$ cat src/logic/uci_pkg.sv
`default_nettype none
package uci_pkg;
  // ==========================================================
  // register offsets within one channel
  localparam logic [3:0] UCI_A_DATA = 4'h0; // rx holding rd, tx holding wr
  localparam logic [3:0] UCI_A_IER = 4'h1;
  localparam logic [3:0] UCI_A_ISR = 4'h2; // source rd, fifo control wr
  localparam logic [3:0] UCI_A_MCR = 4'h4;
  localparam logic [3:0] UCI_A_LSR = 4'h5;
  localparam logic [3:0] UCI_A_MSR = 4'h6;
  localparam logic [3:0] UCI_A_FEATURE_CONTROL_REG = 4'h8;
  localparam logic [3:0] UCI_A_EFR = 4'h9;
  localparam logic [3:0] UCI_A_TX_FIFO_TRIGGER_LEVEL = 4'ha; // tx count rd
  localparam logic [3:0] UCI_A_RX_FIFO_TRIGGER_LEVEL = 4'hb; // rx count rd
  localparam logic [3:0] UCI_A_FLOW_CHAR_STATUS = 4'hc; // flow status rd, pause 1 wr
  localparam logic [3:0] UCI_A_PAUSE_CHAR_SECOND = 4'hd;
  localparam logic [3:0] UCI_A_RESUME_CHAR_FIRST = 4'he;
  localparam logic [3:0] UCI_A_RESUME_CHAR_SECOND = 4'hf;
  // ==========================================================
  // interrupt source codes, bits 5:0
  localparam logic [5:0] UCI_C_LSR = 6'h06;
  localparam logic [5:0] UCI_C_RXD = 6'h04;
  localparam logic [5:0] UCI_C_RTO = 6'h0c;
  localparam logic [5:0] UCI_C_TXR = 6'h02;
  localparam logic [5:0] UCI_C_MSR = 6'h00;
  localparam logic [5:0] UCI_C_XOF = 6'h10;
  localparam logic [5:0] UCI_C_FLW = 6'h20;
  localparam logic [5:0] UCI_C_NONE = 6'h01;
  // ==========================================================
  // field positions
  localparam int UCI_IE_RX = 0;
  localparam int UCI_IE_TX = 1;
  localparam int UCI_IE_LS = 2;
  localparam int UCI_IE_MS = 3;
  localparam int UCI_IE_XOF = 5;
  localparam int UCI_IE_RTS = 6;
  localparam int UCI_IE_CTS = 7;
  localparam int UCI_EF_UNLOCK = 4;
  localparam int UCI_EF_ARTS = 6;
  localparam int UCI_EF_ACTS = 7;
  localparam int UCI_MC_SEL = 2;
  localparam int UCI_FC_485 = 5;
  localparam logic [7:0] UCI_RST_REG = 8'h00;
  // ==========================================================
  // receive timeout: char times plus extra bit times
  localparam int UCI_TO_CHARS = 4;
  localparam int UCI_TO_XBITS = 12;
  localparam int UCI_CHAR_BITS = 10;
  // ==========================================================
  // trigger tables a..c, four levels per table, level 0 lowest byte
  localparam logic [2:0][31:0] UCI_RX_TAB = {
    {8'h3c, 8'h38, 8'h10, 8'h08},
    {8'h1c, 8'h18, 8'h10, 8'h08},
    {8'h0e, 8'h08, 8'h04, 8'h01}};
  localparam logic [2:0][31:0] UCI_TX_TAB = {
    {8'h38, 8'h20, 8'h10, 8'h08},
    {8'h1e, 8'h18, 8'h08, 8'h10},
    {8'h01, 8'h01, 8'h01, 8'h01}};
  // ==========================================================
  // from the channel data path, same clock
  typedef struct packed {
    logic rx_push; // char entered rx fifo
    logic [2:0] rx_push_err; // its break, framing, parity
    logic rx_overrun; // overrun event
    logic [7:0] rx_level;
    logic [2:0] rx_head_err; // head char break, framing, parity
    logic rx_fifo_err; // any errored char in fifo
    logic [7:0] rx_data; // head char
    logic [7:0] tx_level;
    logic tsr_empty;
    logic bit_tick; // one pulse per bit time
    logic xoff_det;
    logic xon_det;
    logic spec_det;
    logic tx_xon_sent;
    logic tx_xoff_sent;
    logic rts_n; // flow logic pin levels
    logic dtr_n;
  } uci_dp_t;
  // configuration held by the channel
  typedef struct packed {
    logic fifo_en;
    logic [1:0] rx_sel;
    logic [1:0] tx_sel;
    logic [7:0] modem_control_reg;
    logic [7:0] feature_control_reg;
    logic [7:0] enhanced_function_reg;
    logic [7:0] rx_trig_prog;
    logic [7:0] tx_trig_prog;
    logic [7:0] pause_char_first;
    logic [7:0] pause_char_second;
    logic [7:0] resume_char_first;
    logic [7:0] resume_char_second;
  } uci_cfg_t;
endpackage
`default_nettype wire

$ cat src/logic/uci_channel_irq.sv
// Chosen here: the plain strobed port.
`timescale 1ns/1ps
`default_nettype none
module uci_channel_irq
  import uci_pkg::*;
#(
  parameter int CHAR_BITS = UCI_CHAR_BITS
)(
  input wire logic ref_clk, // 10 MHz
  input wire logic rst, // sync, active high
  input wire logic [3:0] addr, // register offset
  input wire logic [7:0] wdata, // write data
  input wire logic wr, // write strobe
  input wire logic rd, // read strobe
  output logic [7:0] rdata, // read data, cycle after rd
  input wire uci_dp_t dp, // data path status
  input wire logic cts_n, // modem pins, async
  input wire logic dsr_n, // async pin
  input wire logic ri_n, // async pin
  input wire logic cd_n, // async pin
  output logic irq, // channel interrupt
  output logic rx_pop, // pulse: pop rx head
  output logic tx_push, // pulse: push tx_data
  output logic [7:0] tx_data, // char written
  output uci_cfg_t cfg // configuration
);

  localparam logic [7:0] TO_COUNT = 8'(UCI_TO_CHARS * CHAR_BITS + UCI_TO_XBITS);

  // ==========================================================
  // trigger level lookup, used for rx and tx
  function automatic logic [7:0] trig_lvl(
    input logic [1:0] tab,
    input logic [1:0] sel,
    input logic [31:0] row,
    input logic [7:0] prog
  );
    logic [7:0] lvl;
    lvl = row[{sel, 3'b000} +: 8];
    if (tab == 2'b11)
    begin
      lvl = prog;
    end
    return lvl;
  endfunction

  // ==========================================================
  // pin synchronisers, order cd ri dsr cts
  logic [3:0] pin_s1;
  logic [3:0] pin_s2;
  logic [3:0] pin_q;

  // two flops before any use; third copy for change detect
  always_ff @(posedge ref_clk)
  begin
    if (rst)
    begin
      pin_s1 <= 4'hf;
      pin_s2 <= 4'hf;
      pin_q <= 4'hf;
    end
    else
    begin
      pin_s1 <= {cd_n, ri_n, dsr_n, cts_n};
      pin_s2 <= pin_s1;
      pin_q <= pin_s2;
    end
  end

  // ==========================================================
  // state
  logic [7:0] interrupt_enable_reg, next_ier;
  uci_cfg_t next_cfg;
  logic lsr_pend, next_lsr_pend;
  logic ovr, next_ovr;
  logic tx_pend, next_tx_pend;
  logic to_pend, next_to_pend;
  logic xof_pend, next_xof_pend;
  logic spc_pend, next_spc_pend;
  logic cts_pend, next_cts_pend;
  logic rts_pend, next_rts_pend;
  logic [3:0] delta, next_delta;
  logic [3:0] fcs, next_fcs;
  logic [7:0] to_cnt, next_to_cnt;
  logic [7:0] prev_txl;
  logic prev_tgt;
  logic pop_d;
  logic rts_q;
  logic dtr_q;
  logic [7:0] next_rdata;
  logic next_irq;

  // ==========================================================
  // derived status
  logic [7:0] rx_trig;
  logic [7:0] tx_trig;
  logic thr_empty;
  logic all_empty;
  logic tgt_empty;
  logic rx_avail;
  logic [7:0] lsr_val;
  logic [7:0] msr_val;
  logic [5:0] isr_code;
  logic [7:0] isr_val;
  logic unlock;
  logic rd_data;
  logic wr_data;
  logic rd_isr;

  // level thresholds and empties
  always_comb
  begin
    unlock = cfg.enhanced_function_reg[UCI_EF_UNLOCK];
    rx_trig = trig_lvl(cfg.feature_control_reg[7:6], cfg.rx_sel, 32'h0, cfg.rx_trig_prog);
    tx_trig = trig_lvl(cfg.feature_control_reg[7:6], cfg.tx_sel, 32'h0, cfg.tx_trig_prog);
    if (cfg.feature_control_reg[7:6] != 2'b11)
    begin
      rx_trig = trig_lvl(2'b00, cfg.rx_sel, UCI_RX_TAB[cfg.feature_control_reg[7:6]], 8'h00);
      tx_trig = trig_lvl(2'b00, cfg.tx_sel, UCI_TX_TAB[cfg.feature_control_reg[7:6]], 8'h00);
    end
    thr_empty = (dp.tx_level == 8'h00);
    all_empty = thr_empty && dp.tsr_empty;
    // half duplex with fifos on waits for shift reg
    tgt_empty = (cfg.fifo_en && cfg.feature_control_reg[UCI_FC_485]) ? all_empty : thr_empty;
    rx_avail = cfg.fifo_en ? (dp.rx_level >= rx_trig) : (dp.rx_level != 8'h00);
  end

  // status register images
  always_comb
  begin
    // error bits 4:2 from head char only, bit 7 from whole fifo
    lsr_val = {dp.rx_fifo_err, all_empty, thr_empty, dp.rx_head_err, ovr,
               dp.rx_level != 8'h00};
    msr_val = {~pin_q, delta};
  end

  // priority encoder over enabled sources
  always_comb
  begin
    if (interrupt_enable_reg[UCI_IE_LS] && lsr_pend)
      isr_code = UCI_C_LSR;
    else if (interrupt_enable_reg[UCI_IE_RX] && rx_avail)
      isr_code = UCI_C_RXD;
    else if (interrupt_enable_reg[UCI_IE_RX] && to_pend)
      isr_code = UCI_C_RTO;
    else if (interrupt_enable_reg[UCI_IE_TX] && tx_pend)
      isr_code = UCI_C_TXR;
    else if (interrupt_enable_reg[UCI_IE_MS] && delta != 4'h0)
      isr_code = UCI_C_MSR;
    else if (unlock && interrupt_enable_reg[UCI_IE_XOF] && (xof_pend || spc_pend))
      isr_code = UCI_C_XOF;
    else if (unlock && ((interrupt_enable_reg[UCI_IE_CTS] && cts_pend) || (interrupt_enable_reg[UCI_IE_RTS] && rts_pend)))
      isr_code = UCI_C_FLW;
    else
      isr_code = UCI_C_NONE;
    isr_val = {cfg.fifo_en, cfg.fifo_en, isr_code};
  end

  // ==========================================================
  // register writes, flags and read data
  always_comb
  begin
    next_cfg = cfg;
    next_ier = interrupt_enable_reg;
    next_lsr_pend = lsr_pend;
    next_ovr = ovr;
    next_tx_pend = tx_pend;
    next_to_pend = to_pend;
    next_xof_pend = xof_pend;
    next_spc_pend = spc_pend;
    next_cts_pend = cts_pend;
    next_rts_pend = rts_pend;
    next_delta = delta;
    next_fcs = fcs;
    next_to_cnt = to_cnt;
    next_rdata = rdata;
    rd_data = rd && (addr == UCI_A_DATA);
    wr_data = wr && (addr == UCI_A_DATA);
    rd_isr = rd && (addr == UCI_A_ISR);

    // host writes
    if (wr)
    begin
      case (addr)
        UCI_A_IER:
        begin
          next_ier = {unlock ? wdata[7:5] : 3'b000, 1'b0, wdata[3:0]};
        end
        UCI_A_ISR:
        begin
          // other fields only take with enable bit set
          next_cfg.fifo_en = wdata[0];
          if (wdata[0])
          begin
            next_cfg.rx_sel = wdata[7:6];
            if (unlock)
              next_cfg.tx_sel = wdata[5:4];
          end
        end
        UCI_A_MCR: next_cfg.modem_control_reg = wdata;
        UCI_A_FEATURE_CONTROL_REG: next_cfg.feature_control_reg = wdata;
        UCI_A_EFR: next_cfg.enhanced_function_reg = wdata;
        UCI_A_TX_FIFO_TRIGGER_LEVEL: next_cfg.tx_trig_prog = wdata;
        UCI_A_RX_FIFO_TRIGGER_LEVEL: next_cfg.rx_trig_prog = wdata;
        UCI_A_FLOW_CHAR_STATUS: next_cfg.pause_char_first = wdata;
        UCI_A_PAUSE_CHAR_SECOND: next_cfg.pause_char_second = wdata;
        UCI_A_RESUME_CHAR_FIRST: next_cfg.resume_char_first = wdata;
        UCI_A_RESUME_CHAR_SECOND: next_cfg.resume_char_second = wdata;
        default: next_cfg = next_cfg;
      endcase
    end

    // read data mux, unmapped offsets read zero
    if (rd)
    begin
      case (addr)
        UCI_A_DATA: next_rdata = dp.rx_data;
        UCI_A_IER: next_rdata = interrupt_enable_reg;
        UCI_A_ISR: next_rdata = isr_val;
        UCI_A_MCR: next_rdata = cfg.modem_control_reg;
        UCI_A_LSR: next_rdata = lsr_val;
        UCI_A_MSR: next_rdata = msr_val;
        UCI_A_FEATURE_CONTROL_REG: next_rdata = cfg.feature_control_reg;
        UCI_A_EFR: next_rdata = cfg.enhanced_function_reg;
        UCI_A_TX_FIFO_TRIGGER_LEVEL: next_rdata = dp.tx_level;
        UCI_A_RX_FIFO_TRIGGER_LEVEL: next_rdata = dp.rx_level;
        UCI_A_FLOW_CHAR_STATUS: next_rdata = {4'h0, fcs};
        default: next_rdata = 8'h00;
      endcase
    end

    // clears first, so that same-cycle sets below win
    // status reads clear
    if (rd && addr == UCI_A_LSR)
    begin
      next_lsr_pend = 1'b0;
      next_ovr = 1'b0;
    end
    if (rd && addr == UCI_A_MSR)
    begin
      next_delta = 4'h0;
      next_cts_pend = 1'b0;
      next_rts_pend = 1'b0;
    end
    if (wr_data || (rd_isr && isr_code == UCI_C_TXR))
      next_tx_pend = 1'b0;
    if ((rd_isr && isr_code == UCI_C_XOF) || dp.xon_det)
      next_xof_pend = 1'b0;
    if ((rd_isr && isr_code == UCI_C_XOF) || dp.rx_push)
      next_spc_pend = 1'b0;
    if (rd && addr == UCI_A_FLOW_CHAR_STATUS)
      next_fcs = 4'h0;
    if (rd_data)
      next_to_pend = 1'b0;

    // on arrival and again at head
    if ((dp.rx_push && dp.rx_push_err != 3'b000) || dp.rx_overrun ||
        (pop_d && dp.rx_head_err != 3'b000))
      next_lsr_pend = 1'b1;
    if (dp.rx_overrun)
      next_ovr = 1'b1;
    if ((cfg.fifo_en && prev_txl >= tx_trig && dp.tx_level < tx_trig) ||
        (tgt_empty && !prev_tgt))
      next_tx_pend = 1'b1;
    next_delta = next_delta | (pin_s2 ^ pin_q);
    if (dp.xoff_det)
      next_xof_pend = 1'b1;
    if (dp.spec_det)
      next_spc_pend = 1'b1;
    // cts or dsr rising, auto mode
    if (unlock && cfg.enhanced_function_reg[UCI_EF_ACTS] &&
        (cfg.modem_control_reg[UCI_MC_SEL] ? (pin_s2[1] && !pin_q[1]) : (pin_s2[0] && !pin_q[0])))
      next_cts_pend = 1'b1;
    // rts or dtr rising, auto mode
    if (unlock && cfg.enhanced_function_reg[UCI_EF_ARTS] &&
        (cfg.modem_control_reg[UCI_MC_SEL] ? (dp.dtr_n && !dtr_q) : (dp.rts_n && !rts_q)))
      next_rts_pend = 1'b1;
    next_fcs = next_fcs | {dp.tx_xon_sent, dp.tx_xoff_sent, dp.xon_det, dp.xoff_det};

    // idle timer in bit times, restarted by any rx fifo push or data read
    if (dp.rx_push || rd_data || dp.rx_level == 8'h00 || !cfg.fifo_en)
      next_to_cnt = 8'h00;
    else if (dp.bit_tick && to_cnt != TO_COUNT)
    begin
      next_to_cnt = to_cnt + 8'h01;
      if (to_cnt == TO_COUNT - 8'h01)
        next_to_pend = 1'b1;
    end

    next_irq = (isr_code != UCI_C_NONE);
  end

  // ==========================================================
  // registers
  always_ff @(posedge ref_clk)
  begin
    if (rst)
    begin
      cfg <= '0;
      interrupt_enable_reg <= UCI_RST_REG;
      lsr_pend <= 1'b0;
      ovr <= 1'b0;
      tx_pend <= 1'b0;
      to_pend <= 1'b0;
      xof_pend <= 1'b0;
      spc_pend <= 1'b0;
      cts_pend <= 1'b0;
      rts_pend <= 1'b0;
      delta <= 4'h0;
      fcs <= 4'h0;
      to_cnt <= 8'h00;
      // starts empty, so no tx event fires out of reset
      prev_txl <= 8'h00;
      prev_tgt <= 1'b1;
      pop_d <= 1'b0;
      rts_q <= 1'b1;
      dtr_q <= 1'b1;
      rdata <= UCI_RST_REG;
      irq <= 1'b0;
      rx_pop <= 1'b0;
      tx_push <= 1'b0;
      tx_data <= UCI_RST_REG;
    end
    else
    begin
      cfg <= next_cfg;
      interrupt_enable_reg <= next_ier;
      lsr_pend <= next_lsr_pend;
      ovr <= next_ovr;
      tx_pend <= next_tx_pend;
      to_pend <= next_to_pend;
      xof_pend <= next_xof_pend;
      spc_pend <= next_spc_pend;
      cts_pend <= next_cts_pend;
      rts_pend <= next_rts_pend;
      delta <= next_delta;
      fcs <= next_fcs;
      to_cnt <= next_to_cnt;
      prev_txl <= dp.tx_level;
      prev_tgt <= tgt_empty;
      // head changes the cycle after a pop
      pop_d <= rx_pop;
      rts_q <= dp.rts_n;
      dtr_q <= dp.dtr_n;
      rdata <= next_rdata;
      irq <= next_irq;
      rx_pop <= rd_data;
      tx_push <= wr_data;
      tx_data <= wr_data ? wdata : tx_data;
    end
  end

endmodule // uci_channel_irq
`default_nettype wire

$ cat config.mk
export PLATFORM = sky130hd
export DESIGN_NAME = uci_channel_irq
export DESIGN_NICKNAME = d
export VERILOG_FILES = /design/src/logic/uci_pkg.sv /design/src/logic/uci_channel_irq.sv
export SDC_FILE = /design/constraint.sdc
export NUM_CORES = 1
export LEC_CHECK = 0
export BUFFER_PORTS_ARGS = -buffer_cell sky130_fd_sc_hd__buf_2
export CORE_MARGIN = 2
export CORE_UTILIZATION = 40
export CTS_BUF_LIST = sky130_fd_sc_hd__clkbuf_4
export DETAILED_ROUTE_END_ITERATION = 12
export HOLD_SLACK_MARGIN = 0.02
export MAX_ROUTING_LAYER = met4
export SKIP_CTS_REPAIR_TIMING = 1
export SLEW_MARGIN = 5
export SYNTH_ARGS = -nofsm -noshare
export SYNTH_HDL_FRONTEND = slang
export SYNTH_SLANG_ARGS = --single-unit
export TNS_END_PERCENT = 20
$ cat constraint.sdc
create_clock -name ref_clk -period 7.91 [get_ports ref_clk]
set_clock_uncertainty 0.2 [all_clocks]
set_input_delay 1.582 -clock ref_clk [delete_from_list [all_inputs] [get_ports ref_clk]]
set_output_delay 1.582 -clock ref_clk [all_outputs]
set_load 0.005 [all_outputs]
==> results.txt <==
status -> finished clean
die height -> 138.1 um
vias in the first global route -> 6022
antenna violations before repair -> 2
Max Slew Vio Count -> 0
Worst-Skew Late Latency -> 0.58 ns
Fin. Hold Viols -> 0
Design Area, Final -> 8305 um^2
Least-Margin Pin Slew -> 1.057 ns
reg2reg setup slack -> 4.39 ns
final wirelength -> 23200 um
die width -> 138.1 um
wire per inst -> 19.73 um
EDFF count, synth -> 0
fin worst setup slack -> 4.033 ns
Final Setup Violations -> 0
Max-slew headroom -> 0.2954
Final GP Congestion -> 0.9407
vias per cell -> 5.534
largest net degree at the start of global routing -> 103
# rows -> 49
post-route insts no fill -> 1176
P_leak -> 0.003431 uW
CTS Buf Count -> 17
power density cells -> 166.7 nW/um^2
post-route clock period utilization -> 0.4901
IO Pins -> 158
syn_nets -> 900
max FFs per register -> 77
Hold Path Depth -> 1
Clk Tree Root Cell -> clkbuf_4
Buffers on Ports -> 157
GRT Resource Usage Total -> 0.2433
Setup WS pre-CTS -> 3.542 ns
dpl cells -> 1142
YS warnings -> 0
post-synth cell types -> 66
hold_sp -> pin_s1[2]
# nets final -> 1025
Iter 0 DRT Violations -> 723
CTS tree -> built
Seq/Total Area, Yosys -> 0.4205
Placed Area -> 8053 um^2
RSZ-0062 raised after global routing -> false
clk sinks -> 151
CTS Buffer Depth -> 2
Synth Flop Type -> dfxtp_1
CP Data Required Time -> 8.15 ns
fmax -> 0.2579 GHz
Async SR Flop Fraction -> 0
synthesized cell area -> 7189 um^2
Biggest register -> cfg
drt drc -> 0
Antenna Nets Post-Route -> 0
final setup TNS -> 0 ns
syn avg cell area -> 8.909 um^2
type of the most critical hold path -> register to register
htree depth -> 4
Clock Pin Slew Worst Setup and Hold Paths -> 0.14 ns
hpwl dp -> 16470 um
Yosys reg bits -> 151
Initial DRT Pass Iterations -> 5
worst path arrival time -> 4.12 ns
core area -> 17780 um^2
Worst R2R Start -> cfg[62]
critical path capture point type -> register
Crit Path Max Fanout -> 29
synthesized netlist cell count -> 807
Worst VDD drop -> 95.49 uV
share of cells above drive strength 1 -> 0.2434
DR vias -> 6508
CP Launch Type -> primary input
Period minus WS final -> 3.877 ns
reg2reg path depth -> 9
first-pass GRT wire length -> 35160 um
Worst Hold End -> pin_s2[2]
Setup CP Type -> primary input to register
Worst Hold Slack -> 0.2382 ns
grt ovf -> 0
Layout area overhead -> 15.52%
Starting Density -> 0.4044
Die ar. -> 19060 um^2
# fillers -> 1825
worst r2r dst -> tx_pend
MaxCap Viol Count -> 0
## metrics by stage
stage	util	total power [uW]
2_1_floorplan	-	890.2
3_3_place_gp	0.4529	949.2
3_5_place_dp	0.4529	949.9
4_1_cts	0.4669	1394
5_1_grt	0.4671	1440
6_report	0.4671	1385
## metal layers
layer	wire, um	track usage	share of wire	vias to the layer above
met5	0	-	0	-
met4	686	0.09560	0.030	0
met3	1701	0.05992	0.073	41
met2	10310	0.3504	0.44	255
met1	10500	0.3290	0.45	3105
li1	-	-	-	3107
## critical path, stage by stage
cell     delay (ns)
buf_2          0.55
nor2b_1        0.54
nand2_1        0.54
nor2_2         0.59
mux2i_1        0.26
nor2_1         0.05
## synth_stat cells, drive strengths merged, types with 3 or more instances
| cell type | n | area [um^2] |
|---|---|---|
| nand3b | 7 | 52.55 |
| a22oi | 8 | 60.06 |
| a31oi | 4 | 25.02 |
| a221oi | 6 | 52.55 |
| a211oi | 7 | 52.55 |
| o2111ai | 3 | 26.28 |
| mux2 | 4 | 45.04 |
| nor2b | 17 | 106.4 |
| nand2b | 14 | 87.58 |
| nand2 | 79 | 299.0 |
| buf | 15 | 77.57 |
| inv | 19 | 71.32 |
| a22o | 5 | 43.79 |
| and3 | 5 | 31.28 |
| ha | 31 | 387.9 |
| nand4 | 10 | 62.56 |
| o31ai | 7 | 52.55 |
| o211ai | 6 | 45.04 |
| nor2 | 103 | 426.7 |
| nor3b | 4 | 30.03 |
| a311oi | 3 | 26.28 |
| dfxtp | 151 | 3023 |
| a21o | 3 | 22.52 |
| nor3 | 3 | 15.01 |
| xor2 | 8 | 70.07 |
| mux4 | 3 | 67.56 |
| a32oi | 4 | 35.03 |
| or2 | 17 | 106.4 |
| nor4 | 6 | 37.54 |
| o21a | 4 | 30.03 |
| and2 | 4 | 25.02 |
| clkbuf | 37 | 141.4 |
| o21ai | 28 | 140.1 |
| a21oi | 65 | 325.3 |
| nand3 | 18 | 105.1 |
| mux2i | 71 | 710.7 |
## how the worst max path moves through the flow
stage             from        to  slack [ns]  depth (start not counted)
2_1_floorplan   dp[35]  rdata[3]        4.74                          6
3_3_place_gp   addr[3]   cfg[42]        3.59                          6
3_5_place_dp   addr[3]   cfg[46]        3.54                          6
4_1_cts        addr[3]   cfg[46]        4.16                          6
5_1_grt        addr[3]   cfg[46]        3.89                          6
6_report       addr[3]   cfg[46]        4.03                          6
## layout make-up
class                           count  area (um^2)  area share
Tap cell                          229        286.5     0.03450
Timing Repair Buffer              158        795.8     0.09581
Multi-Input combinational cell    585         3876      0.4667
Inverter                           19        71.32    0.008587
Sequential cell                   151         3023      0.3640
Antenna cell                        2        5.005   0.0006026
Clock buffer                       18        135.1     0.01627
Clock inverter                     14        112.6     0.01356
## power by group
group | total, uW | switching [uW] | leakage (uW) | internal (uW)
registers | 790 | 12.2 | 0.00123 | 778
logic | 145 | 92.5 | 0.00208 | 52.8
clock network | 449 | 315 | 0.000125 | 135
## placed cells by master, fill, tap and decap left out, types with 10 or more instances in the layout
cell type and count:
nand3_1 15, ha_1 31, dfxtp_1 151, nand2_1 78
or2_2 17, nand2b_1 14, mux2i_1 71, a21oi_1 65
o21ai_0 27, buf_2 156, inv_1 19, nand4_1 10
clkbuf_4 18, nor2b_1 17, nor2_1 95
## kinds of logic (layout without fill, tap and decap cells)
| group | Yosys count | in the layout | share of synthesized area |
|---|---|---|---|
| buffers and inverters | 71 | 209 | 0.04038 |
| flip-flops | 151 | 151 | 0.4205 |
| multiplexers | 78 | 78 | 0.1145 |
| AO/OA/AOI/OAI | 172 | 172 | 0.1559 |
| other | 0 | 2 | 0 |
| XOR/XNOR | 9 | 9 | 0.01096 |
| AND/OR/NAND/NOR | 295 | 295 | 0.2038 |
| adder cells (fa/ha/maj) | 31 | 31 | 0.05395 |
No activity file was read; power rests on OpenSTA's default activity.
